## src/hdl/crf_pkg.sv

```systemverilog
// Constants shared by the conversion readback framer and its byte FIFO.
// Assumes a single mclk domain for all users of these values.
package crf_pkg;

  localparam int BYTE_W   = 8;
  localparam int WORD_W   = 32;
  localparam int AUX_W    = 24;
  localparam int RAW_W    = 34;
  localparam int AUX_RAW_W = 26;
  localparam int ALM_W    = 4;
  localparam int FIFO_DEPTH = 8;

  // Interface configuration register and its flag-byte enable
  localparam logic [7:0] IFACE_CFG_ADDR      = 8'h02;
  localparam int         IFACE_STATUS_EN_BIT = 2;

  // Flag byte layout
  localparam int FLAG_AUX_BIT  = 7;
  localparam int FLAG_MAIN_BIT = 6;
  localparam int FLAG_CLK_BIT  = 5;
  localparam int FLAG_REF_BIT  = 4;
  localparam int FLAG_PGAL_BIT = 3;
  localparam int FLAG_PGAH_BIT = 2;
  localparam int FLAG_PGAD_BIT = 1;
  localparam int FLAG_RST_BIT  = 0;

  // Alarm vector order on the alarm input
  localparam int ALM_REF  = 3;
  localparam int ALM_PGAL = 2;
  localparam int ALM_PGAH = 1;
  localparam int ALM_PGAD = 0;

  // Sequence layout, counted with the flag byte present
  localparam logic [2:0] BASE_LEN = 3'h4;
  localparam logic [2:0] POS_FLAG = 3'h0;
  localparam logic [2:0] POS_CHK  = 3'h5;
  localparam logic [7:0] PAD_BYTE = 8'h00;
  localparam logic [3:0] BITS_PER_BYTE = 4'h8;

  localparam logic signed [RAW_W-1:0] MAIN_MAX = 34'sh0_7fff_ffff;
  localparam logic signed [RAW_W-1:0] AUX_MAX  = 34'sh0_007f_ffff;

  typedef enum logic [1:0] {
    CRF_IDLE = 2'b01,
    CRF_FILL = 2'b10
  } crf_state_type;

endpackage

```

## src/hdl/crf_fifo.sv

```systemverilog
// Byte FIFO with a registered head word, valid/ready on both sides.
// Assumes DEPTH is a power of two; flush empties it in one cycle.
`timescale 1ns/1ps
module crf_fifo #(
  parameter int WIDTH = 8,
  parameter int DEPTH = 8
) (
  input  wire logic             mclk,      // Master clock
  input  wire logic             rst,       // Synchronous reset
  input  wire logic             flush,     // Drop all entries
  input  wire logic             in_valid,  // Write request
  output logic                  in_ready,  // Room for a word
  input  wire logic [WIDTH-1:0] in_data,   // Write data
  output logic                  out_valid, // Head word present
  input  wire logic             out_ready, // Head word taken
  output logic [WIDTH-1:0]      out_data   // Head word
);
  localparam int PW = $clog2(DEPTH);

  typedef struct packed {
    logic [DEPTH-1:0][WIDTH-1:0] mem;
    logic [PW-1:0]               wr_ptr;
    logic [PW-1:0]               rd_ptr;
    logic [PW:0]                 cnt;
    logic                        head_valid;
    logic [WIDTH-1:0]            head;
  } crf_fifo_type;

  crf_fifo_type s_reg;
  crf_fifo_type s_next;
  logic         push;
  logic         pop;
  logic         load;

  assign in_ready  = (s_reg.cnt != (PW+1)'(DEPTH)) && !flush;
  assign out_valid = s_reg.head_valid;
  assign out_data  = s_reg.head;
  assign push      = in_valid && in_ready;
  assign pop       = out_ready && s_reg.head_valid;
  assign load      = (!s_reg.head_valid || pop) && (s_reg.cnt != '0);

  always_comb begin
    s_next = s_reg;
    if (load) begin
      s_next.head       = s_reg.mem[s_reg.rd_ptr];
      s_next.head_valid = 1'b1;
      s_next.rd_ptr     = s_reg.rd_ptr + 1'b1;
    end else if (pop) begin
      s_next.head_valid = 1'b0;
    end
    if (push) begin
      s_next.mem[s_reg.wr_ptr] = in_data;
      s_next.wr_ptr            = s_reg.wr_ptr + 1'b1;
    end
    s_next.cnt = s_reg.cnt + (PW+1)'(push) - (PW+1)'(load);
    if (flush) begin
      s_next.wr_ptr     = '0;
      s_next.rd_ptr     = '0;
      s_next.cnt        = '0;
      s_next.head_valid = 1'b0;
    end
  end

  always_ff @(posedge mclk) begin
    if (rst) begin
      s_reg <= '0;
    end else begin
      s_reg <= s_next;
    end
  end

endmodule // crf_fifo

```

## src/hdl/crf_framer.sv

```systemverilog
// Conversion readback framer: builds flag, result and check bytes, shifts
// them out on the serial clock. Assumes command decode, checksum and
// power register live outside; sclk, cs_n and alarms are asynchronous.
// Behaviour
// RULE_01: main sequence is 4, 5 or 6 bytes
// RULE_02: order is flag, word MSB first, check
// RULE_03: aux sends three word bytes plus zero pad
// RULE_04: without flag byte, word starts the sequence
// RULE_05: flag byte only when config bit 2 set
// RULE_06: flag bit 7 marks new aux data
// RULE_07: flag bit 6 marks new main data
// RULE_08: flag bit 5 reports external clock in use
// RULE_09: flag bit 4 mirrors low-reference alarm
// RULE_10: flag bit 3 mirrors amplifier low alarm
// RULE_11: flag bit 2 mirrors amplifier high alarm
// RULE_12: flag bit 1 mirrors differential range alarm
// RULE_13: flag bit 0 mirrors power register reset flag
// RULE_14: host trusts aux new flag only by command
// RULE_15: host trusts alarm bits only with main data
// RULE_16: main result 32-bit two's complement, MSB first
// RULE_17: zero input gives all-zero code
// RULE_18: host may truncate main word to 24 bits
// RULE_19: aux result 24-bit two's complement, MSB first
// RULE_20: host reads main by 12h/13h, aux 14h/15h
// RULE_21: extra clocking restarts the sequence at byte one
// RULE_22: out-of-range results saturate, never wrap
// RULE_23: check byte from outside, sent only when enabled
`timescale 1ns/1ps
module crf_framer
  import crf_pkg::*;
#(
  parameter int FIFO_WORDS = crf_pkg::FIFO_DEPTH
) (
  input  wire logic                            mclk,          // Master clock
  input  wire logic                            rst,           // Synchronous reset
  input  wire logic                            sclk,          // Serial clock pin
  input  wire logic                            cs_n,          // Chip select pin
  output logic                                 dout,          // Serial data out
  input  wire logic [7:0]                      iface_cfg,     // Interface config register
  input  wire logic                            chk_en,        // Check byte enabled
  input  wire logic [crf_pkg::BYTE_W-1:0]      chk_byte,      // Checksum from outside
  input  wire logic                            start_read,    // Read command decoded, pulse
  input  wire logic                            read_aux,      // Read targets aux converter
  input  wire logic signed [crf_pkg::RAW_W-1:0] main_raw,     // Main converter raw result
  input  wire logic                            main_valid,    // Main result updated, pulse
  input  wire logic signed [crf_pkg::AUX_RAW_W-1:0] aux_raw,  // Aux converter raw result
  input  wire logic                            aux_valid,     // Aux result updated, pulse
  input  wire logic                            ext_clk_sel,   // External clock in use
  input  wire logic [crf_pkg::ALM_W-1:0]       alarm_in,      // Analog alarms, async
  input  wire logic                            reset_flag,    // Power register reset flag
  output logic [crf_pkg::BYTE_W-1:0]           readback_flag_byte, // Live flag byte
  output logic                                 frame_busy     // Readback in progress
);
  import crf_pkg::*;

  typedef struct packed {
    crf_state_type         state;
    logic [2:0]            sclk_sync;
    logic [1:0]            cs_sync;
    logic [ALM_W-1:0]      alm_s1;
    logic [ALM_W-1:0]      alm_s2;
    logic                  main_new;
    logic                  aux_new;
    logic [BYTE_W-1:0]     flag_live;
    logic [BYTE_W-1:0]     flag_snap;
    logic [WORD_W-1:0]     word_snap;
    logic [BYTE_W-1:0]     chk_snap;
    logic                  is_aux;
    logic                  status_en;
    logic [2:0]            idx;
    logic [2:0]            len;
    logic [BYTE_W-1:0]     shift;
    logic [3:0]            bit_left;
    logic                  dout;
  } crf_main_type;

  crf_main_type      s_reg;
  crf_main_type      s_next;
  logic              sclk_rise;
  logic              cs_high;
  logic              take;
  logic              push;
  logic              in_ready;
  logic              pop;
  logic              head_valid;
  logic [BYTE_W-1:0] head_byte;
  logic [BYTE_W-1:0] push_byte;
  logic [2:0]        pos;
  logic [WORD_W-1:0] main_sat;
  logic [WORD_W-1:0] aux_sat;
  logic [BYTE_W-1:0] flag_now;

  // Clamp a raw result to the signed range of the chosen converter
  function automatic logic [WORD_W-1:0] crf_sat(input logic signed [RAW_W-1:0] v,
                                                input logic is_aux);
    logic signed [RAW_W-1:0] hi;
    logic signed [RAW_W-1:0] lo;
    logic signed [RAW_W-1:0] r;
    hi = is_aux ? AUX_MAX : MAIN_MAX;
    lo = -hi - 34'sh1;
    if (v > hi) begin
      r = hi;
    end else if (v < lo) begin
      r = lo;
    end else begin
      r = v;
    end
    return r[WORD_W-1:0];                                              // see RULE_17
  endfunction

  // Byte at a sequence position, counted with the flag byte present
  function automatic logic [BYTE_W-1:0] crf_pick(input logic [2:0] p,
                                                 input logic [BYTE_W-1:0] flag,
                                                 input logic [WORD_W-1:0] word,
                                                 input logic [BYTE_W-1:0] chk);
    logic [BYTE_W-1:0] b;
    b = chk;
    if (p == POS_FLAG) begin
      b = flag;
    end else if (p < POS_CHK) begin
      b = word[WORD_W-1-8*(int'(p)-1) -: BYTE_W];
    end
    return b;
  endfunction

  assign main_sat  = crf_sat(main_raw, 1'b0);                          // see RULE_22
  assign aux_sat   = crf_sat(RAW_W'(aux_raw), 1'b1);                   // see RULE_22
  assign sclk_rise = s_reg.sclk_sync[1] && !s_reg.sclk_sync[2];
  assign cs_high   = s_reg.cs_sync[1];
  assign take      = (s_reg.state == CRF_IDLE) && start_read && !cs_high;
  assign pos       = s_reg.idx + {2'b00, !s_reg.status_en};            // see RULE_04
  assign push_byte = crf_pick(pos, s_reg.flag_snap, s_reg.word_snap,
                              s_reg.chk_snap);                          // see RULE_02
  assign push      = (s_reg.state == CRF_FILL) && in_ready;
  assign pop       = (s_reg.state == CRF_FILL) && sclk_rise
                     && (s_reg.bit_left == 4'h0) && head_valid;

  always_comb begin
    flag_now                = '0;
    flag_now[FLAG_AUX_BIT]  = s_reg.aux_new;                           // see RULE_06
    flag_now[FLAG_MAIN_BIT] = s_reg.main_new;                          // see RULE_07
    flag_now[FLAG_CLK_BIT]  = ext_clk_sel;                             // see RULE_08
    flag_now[FLAG_REF_BIT]  = s_reg.alm_s2[ALM_REF];                   // see RULE_09
    flag_now[FLAG_PGAL_BIT] = s_reg.alm_s2[ALM_PGAL];                  // see RULE_10
    flag_now[FLAG_PGAH_BIT] = s_reg.alm_s2[ALM_PGAH];                  // see RULE_11
    flag_now[FLAG_PGAD_BIT] = s_reg.alm_s2[ALM_PGAD];                  // see RULE_12
    flag_now[FLAG_RST_BIT]  = reset_flag;                              // see RULE_13
  end

  always_comb begin
    s_next           = s_reg;
    s_next.sclk_sync = {s_reg.sclk_sync[1:0], sclk};
    s_next.cs_sync   = {s_reg.cs_sync[0], cs_n};
    s_next.alm_s1    = alarm_in;
    s_next.alm_s2    = s_reg.alm_s1;
    s_next.flag_live = flag_now;
    // A read clears its new-data flag; a fresh result in the same cycle wins
    if (take && !read_aux) begin
      s_next.main_new = 1'b0;
    end
    if (take && read_aux) begin
      s_next.aux_new = 1'b0;
    end
    if (main_valid) begin
      s_next.main_new = 1'b1;                                          // see RULE_07
    end
    if (aux_valid) begin
      s_next.aux_new = 1'b1;                                           // see RULE_06
    end
    case (s_reg.state)
      CRF_IDLE: begin
        s_next.idx      = '0;
        s_next.bit_left = '0;
        s_next.dout     = 1'b0;
        if (take) begin
          s_next.state     = CRF_FILL;
          s_next.is_aux    = read_aux;
          s_next.flag_snap = flag_now;
          s_next.status_en = iface_cfg[IFACE_STATUS_EN_BIT];           // see RULE_05
          s_next.chk_snap  = chk_byte;                                 // see RULE_23
          s_next.len       = BASE_LEN + {2'b00, iface_cfg[IFACE_STATUS_EN_BIT]}
                             + {2'b00, chk_en};                        // see RULE_01
          s_next.word_snap = read_aux ? {aux_sat[AUX_W-1:0], PAD_BYTE}
                                      : main_sat;                      // see RULE_03
        end
      end
      CRF_FILL: begin
        if (push) begin
          s_next.idx = (s_reg.idx == s_reg.len - 3'h1) ? 3'h0
                                                       : s_reg.idx + 3'h1; // see RULE_21
        end
        if (sclk_rise) begin
          if (s_reg.bit_left == 4'h0) begin
            if (head_valid) begin
              s_next.dout     = head_byte[BYTE_W-1];                   // see RULE_16
              s_next.shift    = {head_byte[BYTE_W-2:0], 1'b0};
              s_next.bit_left = BITS_PER_BYTE - 4'h1;
            end else begin
              s_next.dout = 1'b0;
            end
          end else begin
            s_next.dout     = s_reg.shift[BYTE_W-1];                   // see RULE_19
            s_next.shift    = {s_reg.shift[BYTE_W-2:0], 1'b0};
            s_next.bit_left = s_reg.bit_left - 4'h1;
          end
        end
        if (cs_high) begin
          s_next.state = CRF_IDLE;
        end
      end
      default: begin
        s_next.state = CRF_IDLE;
      end
    endcase
  end

  always_ff @(posedge mclk) begin
    if (rst) begin
      s_reg         <= '0;
      s_reg.state   <= CRF_IDLE;
      s_reg.cs_sync <= 2'b11; // Idle level, no false select after reset
    end else begin
      s_reg <= s_next;
    end
  end

  crf_fifo #(
    .WIDTH (BYTE_W),
    .DEPTH (FIFO_WORDS)
  ) u_fifo (
    .mclk      (mclk),
    .rst       (rst),
    .flush     (s_reg.state == CRF_IDLE),
    .in_valid  (s_reg.state == CRF_FILL),
    .in_ready  (in_ready),
    .in_data   (push_byte),
    .out_valid (head_valid),
    .out_ready (pop),
    .out_data  (head_byte)
  );

  assign dout               = s_reg.dout;
  assign readback_flag_byte = s_reg.flag_live;
  assign frame_busy         = (s_reg.state == CRF_FILL);
endmodule // crf_framer

```

## config.mk

```make
export PLATFORM = sky130hd
export DESIGN_NAME = crf_framer
export DESIGN_NICKNAME = d
export VERILOG_FILES = /design/src/hdl/crf_pkg.sv /design/src/hdl/crf_fifo.sv /design/src/hdl/crf_framer.sv
export SDC_FILE = /design/constraint.sdc
export NUM_CORES = 1
export LEC_CHECK = 0
export ABC_AREA = 1
export BUFFER_PORTS_ARGS = -buffer_cell sky130_fd_sc_hd__buf_2
export CAP_MARGIN = 20
export CELL_PAD_IN_SITES_DETAIL_PLACEMENT = 1
export CELL_PAD_IN_SITES_GLOBAL_PLACEMENT = 1
export CORE_ASPECT_RATIO = 1.5
export CORE_MARGIN = 2
export CORE_UTILIZATION = 42
export CTS_BUF_LIST = sky130_fd_sc_hd__clkbuf_4 sky130_fd_sc_hd__clkbuf_8 sky130_fd_sc_hd__clkbuf_16
export DETAILED_ROUTE_END_ITERATION = 16
export PLACE_DENSITY = 0.76
export SLEW_MARGIN = 5
export SYNTH_ARGS = -nofsm -noshare
export SYNTH_HDL_FRONTEND = slang
export SYNTH_SLANG_ARGS = --single-unit
```

## constraint.sdc

```tcl
create_clock -name mclk -period 3 [get_ports mclk]
set_input_delay 0.3 -clock mclk [delete_from_list [all_inputs] [get_ports mclk]]
set_output_delay 0.3 -clock mclk [all_outputs]
set_load 0.01 [all_outputs]
```

==> results.md <==
Global routing:
- The initial antenna violation count came to 0.
- The overflow left after global routing is 0.
- The combined global-route utilization of all metal layers is 0.223.
- The via count of the first global-routing pass is 8,074.
- The first global-routing pass estimated 38.8 mm of wire.
- Entering global routing, the biggest net connects 92 pins.

STA:
- Final hold analysis gives a worst-case slack of 0.0478 ns.
- The number of failing hold endpoints at the final stage was 0.
- The timing-limited maximum frequency is 376 MHz.
- The final setup TNS is 0 ns.
- The number of setup violations in the final report is 0.
- The remaining max-slew budget at the tightest pin is 0.429.
- The setup skew after layout is 0.0126 ns.
- The worst path needs 2.66 ns of the cycle, external delays included.
- Setup repair after global routing left no endpoint under its margin.
- The post-route fraction of the period consumed by the critical path is 0.886.
- The number of max-slew violations in the final report is 0.
- At the pin with the least slew margin, the transition time is 0.857 ns.

Outcome:
- The flow ran to the end, and the final reports show no timing, DRC or antenna violations.

CTS:
- The clock passes through at most 2 buffers.
- The number of resized instances in the post-cts repair step is 0.
- The number of sinks driven by the clock tree is 175.
- CTS built an H-tree with a depth of 4.
- The buffer count from post-CTS setup fixing is 0.
- After clock tree synthesis, the flow added hold-fix buffers numbering 0.
- The TritonCTS buffer count is 17.
- The clock transition at the registers of the reported paths is 0.08 ns.
- The tree is rooted in a clkbuf_16.
- The clock latency reported for the late side of the worst-skew pair is 0.44 ns.
- The CTS tree is built.

Die:
- The die width is 121 um.
- The area enclosed by the die boundary is 21,700 um2.
- The starting utilization of the core area is 0.426.
- In this run the count of I/O pins placed on the die edge is 101.
- The floorplan has 64 rows.
- The die outline height is 180 um.
- After floorplanning, the core was sized to cover 20,300 um2.

Pwr:
- Summed over all cells, the static leakage comes to 4.60 nW.
- The total power divided by cell area is 513 nW/um2.
- The worst ir drop on vdd is 0.000313 V.

Yosys:
- For this run, the register share of the synthesized area comes to 0.406.
- After synthesis the netlist holds a flip-flop and latch count of 175.
- The count of warnings emitted by yosys is 0.
- Of all cell types, the one taking the most synthesized area is dfxtp_1.
- The synthesized area per cell is 6.99 um2.
- The portion of synthesized cell area occupied by the leading cell type is 0.406.
- Ranked by total cell area, the synthesized netlist is headed by dfxtp_1, nand2_1, inv_1, nand3_1, o21ai_0.
- The number of unique standard cell types used by synthesis is 35.
- The net count after synthesis is 1,346.
- The area of the mapped netlist is 8630 um2.
- In the synthesized netlist, the number of instances is 1,234.

Place:
- The number of placed instances with taps included is 1,543.
- The number of buffers added on ports is 93.
- The cell area after placement is 9240 um2.
- The global placement routability congestion is 0.805.
- Detailed placement ended at an HPWL of 17.0 mm.

Setup path:
- In this design, the critical path's most frequently occurring cell is ha_1.
- At the worst endpoint, the required time is 3.36 ns.
- Grouping stages by cell kind, the critical path spends the most delay in adder cells.
- The largest individual stage delay along the critical path comes from the cell dfxtp_1.
- The kind of capture point of the worst setup path is a flip-flop.
- STA classifies the critical path startpoint as a flip-flop.
- The path type of the worst setup path is reg -> reg.
- The signal on the critical path passes through ha_1 -> ha_1 -> inv_1 -> ha_1 -> inv_1 -> nand2_1 -> nand2_2 -> inv_1 -> ha_1 -> nand2_1 -> a21oi_4 -> nand3_1 -> nand2_1 -> nand2_2 -> a21oi_1.
- The largest single stage delay on the critical path is 0.35 ns.
- In this run the worst path has a maximum fanout of 9.
- The critical path contains buffers and inverters numbering 3 combined.
- Data on the critical path arrives at its endpoint at 3.02 ns.

Final layout:
- The flip-flop count of the largest register, all copies and words added is 74.
- The count of filler cells inserted in the layout is 2,660.
- The number of antenna diodes in the final layout is 0.
- Relative to the synthesized area, the layout overhead comes to 14.3%.
- The net count of the finished layout is 1,410.
- The final non-filler cell total is 1,575.
- The area of all placed cells without fillers is 9860 um2.
- The proportion of layout cells with a drive suffix above 1 is 0.178.
- The core occupancy in the finished layout is 0.487.

Detailed routing:
- The detailed router placed 7,784 vias in this run.
- The DRC violation count after routing is 0.
- The final layout contains routed wiring with a total length of 23.3 mm.
- Dividing the detail-routed wire length by the instance count gives 14.8 um.
- The post-detailed-route via-to-cell ratio is 4.94.
- The initial detailed-routing violation count is 285.
- The first detailed-routing pass took 4 iterations.
- In this run the remaining antenna-violating nets after routing total 0.

Flow run:
- Max-cap violations in this run came to 0.

Worst hold path:
- The path class of the tightest hold or removal check is in -> reg.
cell usage after synthesis:
library cell / number
buf_1: 4
clkinv_1: 5
dfxtp_1: 175
buf_6: 1
a21oi_2: 42
or2_2: 8
nand2_4: 7
nor2_4: 2
fa_1: 1
a21oi_4: 1
o211ai_1: 17
o21ai_1: 16
ha_1: 20
buf_4: 15
nand2_2: 18
or2_0: 2
inv_4: 1
o21a_1: 1
and3_1: 1
a21oi_1: 86
nand3_2: 3
xnor2_1: 2
o21ai_0: 92
a211oi_1: 2
inv_2: 7
inv_1: 191
xor2_1: 4
nand3_1: 92
buf_2: 10
nand3_4: 1
nor3_1: 1
a31oi_1: 7
clkbuf_1: 35
nand2_1: 304
nor2_1: 60
path summary, 6_finish.rpt:
kind	cells past startpoint	to	startpoint	slack, ns
setup / recovery	15	u_fifo.s_reg[80]	s_reg[16]	0.34
hold / removal	2	s_next[88]	cs_n	0.05
hold reg to reg	2	flag_now[4]	s_next[82]	0.41
setup reg to reg	15	u_fifo.s_reg[80]	s_reg[16]	0.34
area by class of cell:
type	instances	area, um2	share of cell area
Clock buffer	18	433	0.0439
Multi-Input combinational cell	790	4030	0.409
Tap cell	264	330	0.0335
Sequential cell	175	3500	0.356
Clock inverter	14	181	0.0184
Timing Repair Buffer	110	606	0.0614
Inverter	204	768	0.0779
layout by cell type, fill, tap and decap left out, types with 5 or more instances in the layout:
cell / n
nand2_2: 18
a21oi_1: 86
inv_1: 191
nand2_4: 7
nand2_1: 304
nor2_1: 60
inv_2: 7
o21ai_1: 16
a31oi_1: 7
buf_4: 16
clkinv_1: 5
nand3_1: 92
ha_1: 20
buf_2: 93
o21ai_0: 92
or2_2: 8
o211ai_1: 17
a21oi_2: 42
clkbuf_16: 17
dfxtp_1: 174
kinds of logic after synthesis:
logic type / after synthesis / share of synthesized area
AO/OA/AOI/OAI: 264 / 0.180
XOR/XNOR: 6 / 0.00609
adder cells (fa/ha/maj): 21 / 0.0313
buffers and inverters: 269 / 0.126
flip-flops: 175 / 0.406
AND/OR/NAND/NOR: 499 / 0.251
per-layer routing:
metal	vias up	share of wire	track usage
met4	0	0.036	0.0953
met2	110	0.55	0.427
met1	3641	0.39	0.231
met3	36	0.027	0.0390
li1	3997	-	-
met5	-	0	0
report_power, final:
group | internal, W | switching, W
clock network | 0.00134 | 0.000995
logic | 0.000120 | 0.000232
registers | 0.00236 | 0.0000168
total | 0.00382 | 0.00124
stage by stage:
step / setup WS [ns] / power [W]
CTS: 0.306 / 0.00512
finish: 0.343 / 0.00506
detailed placement: 0.308 / 0.00278
global placement: 0.433 / 0.00277
global route: 0.0650 / 0.00525
floorplan: 0.582 / 0.00265
No activity file was read; power rests on OpenSTA's default activity.
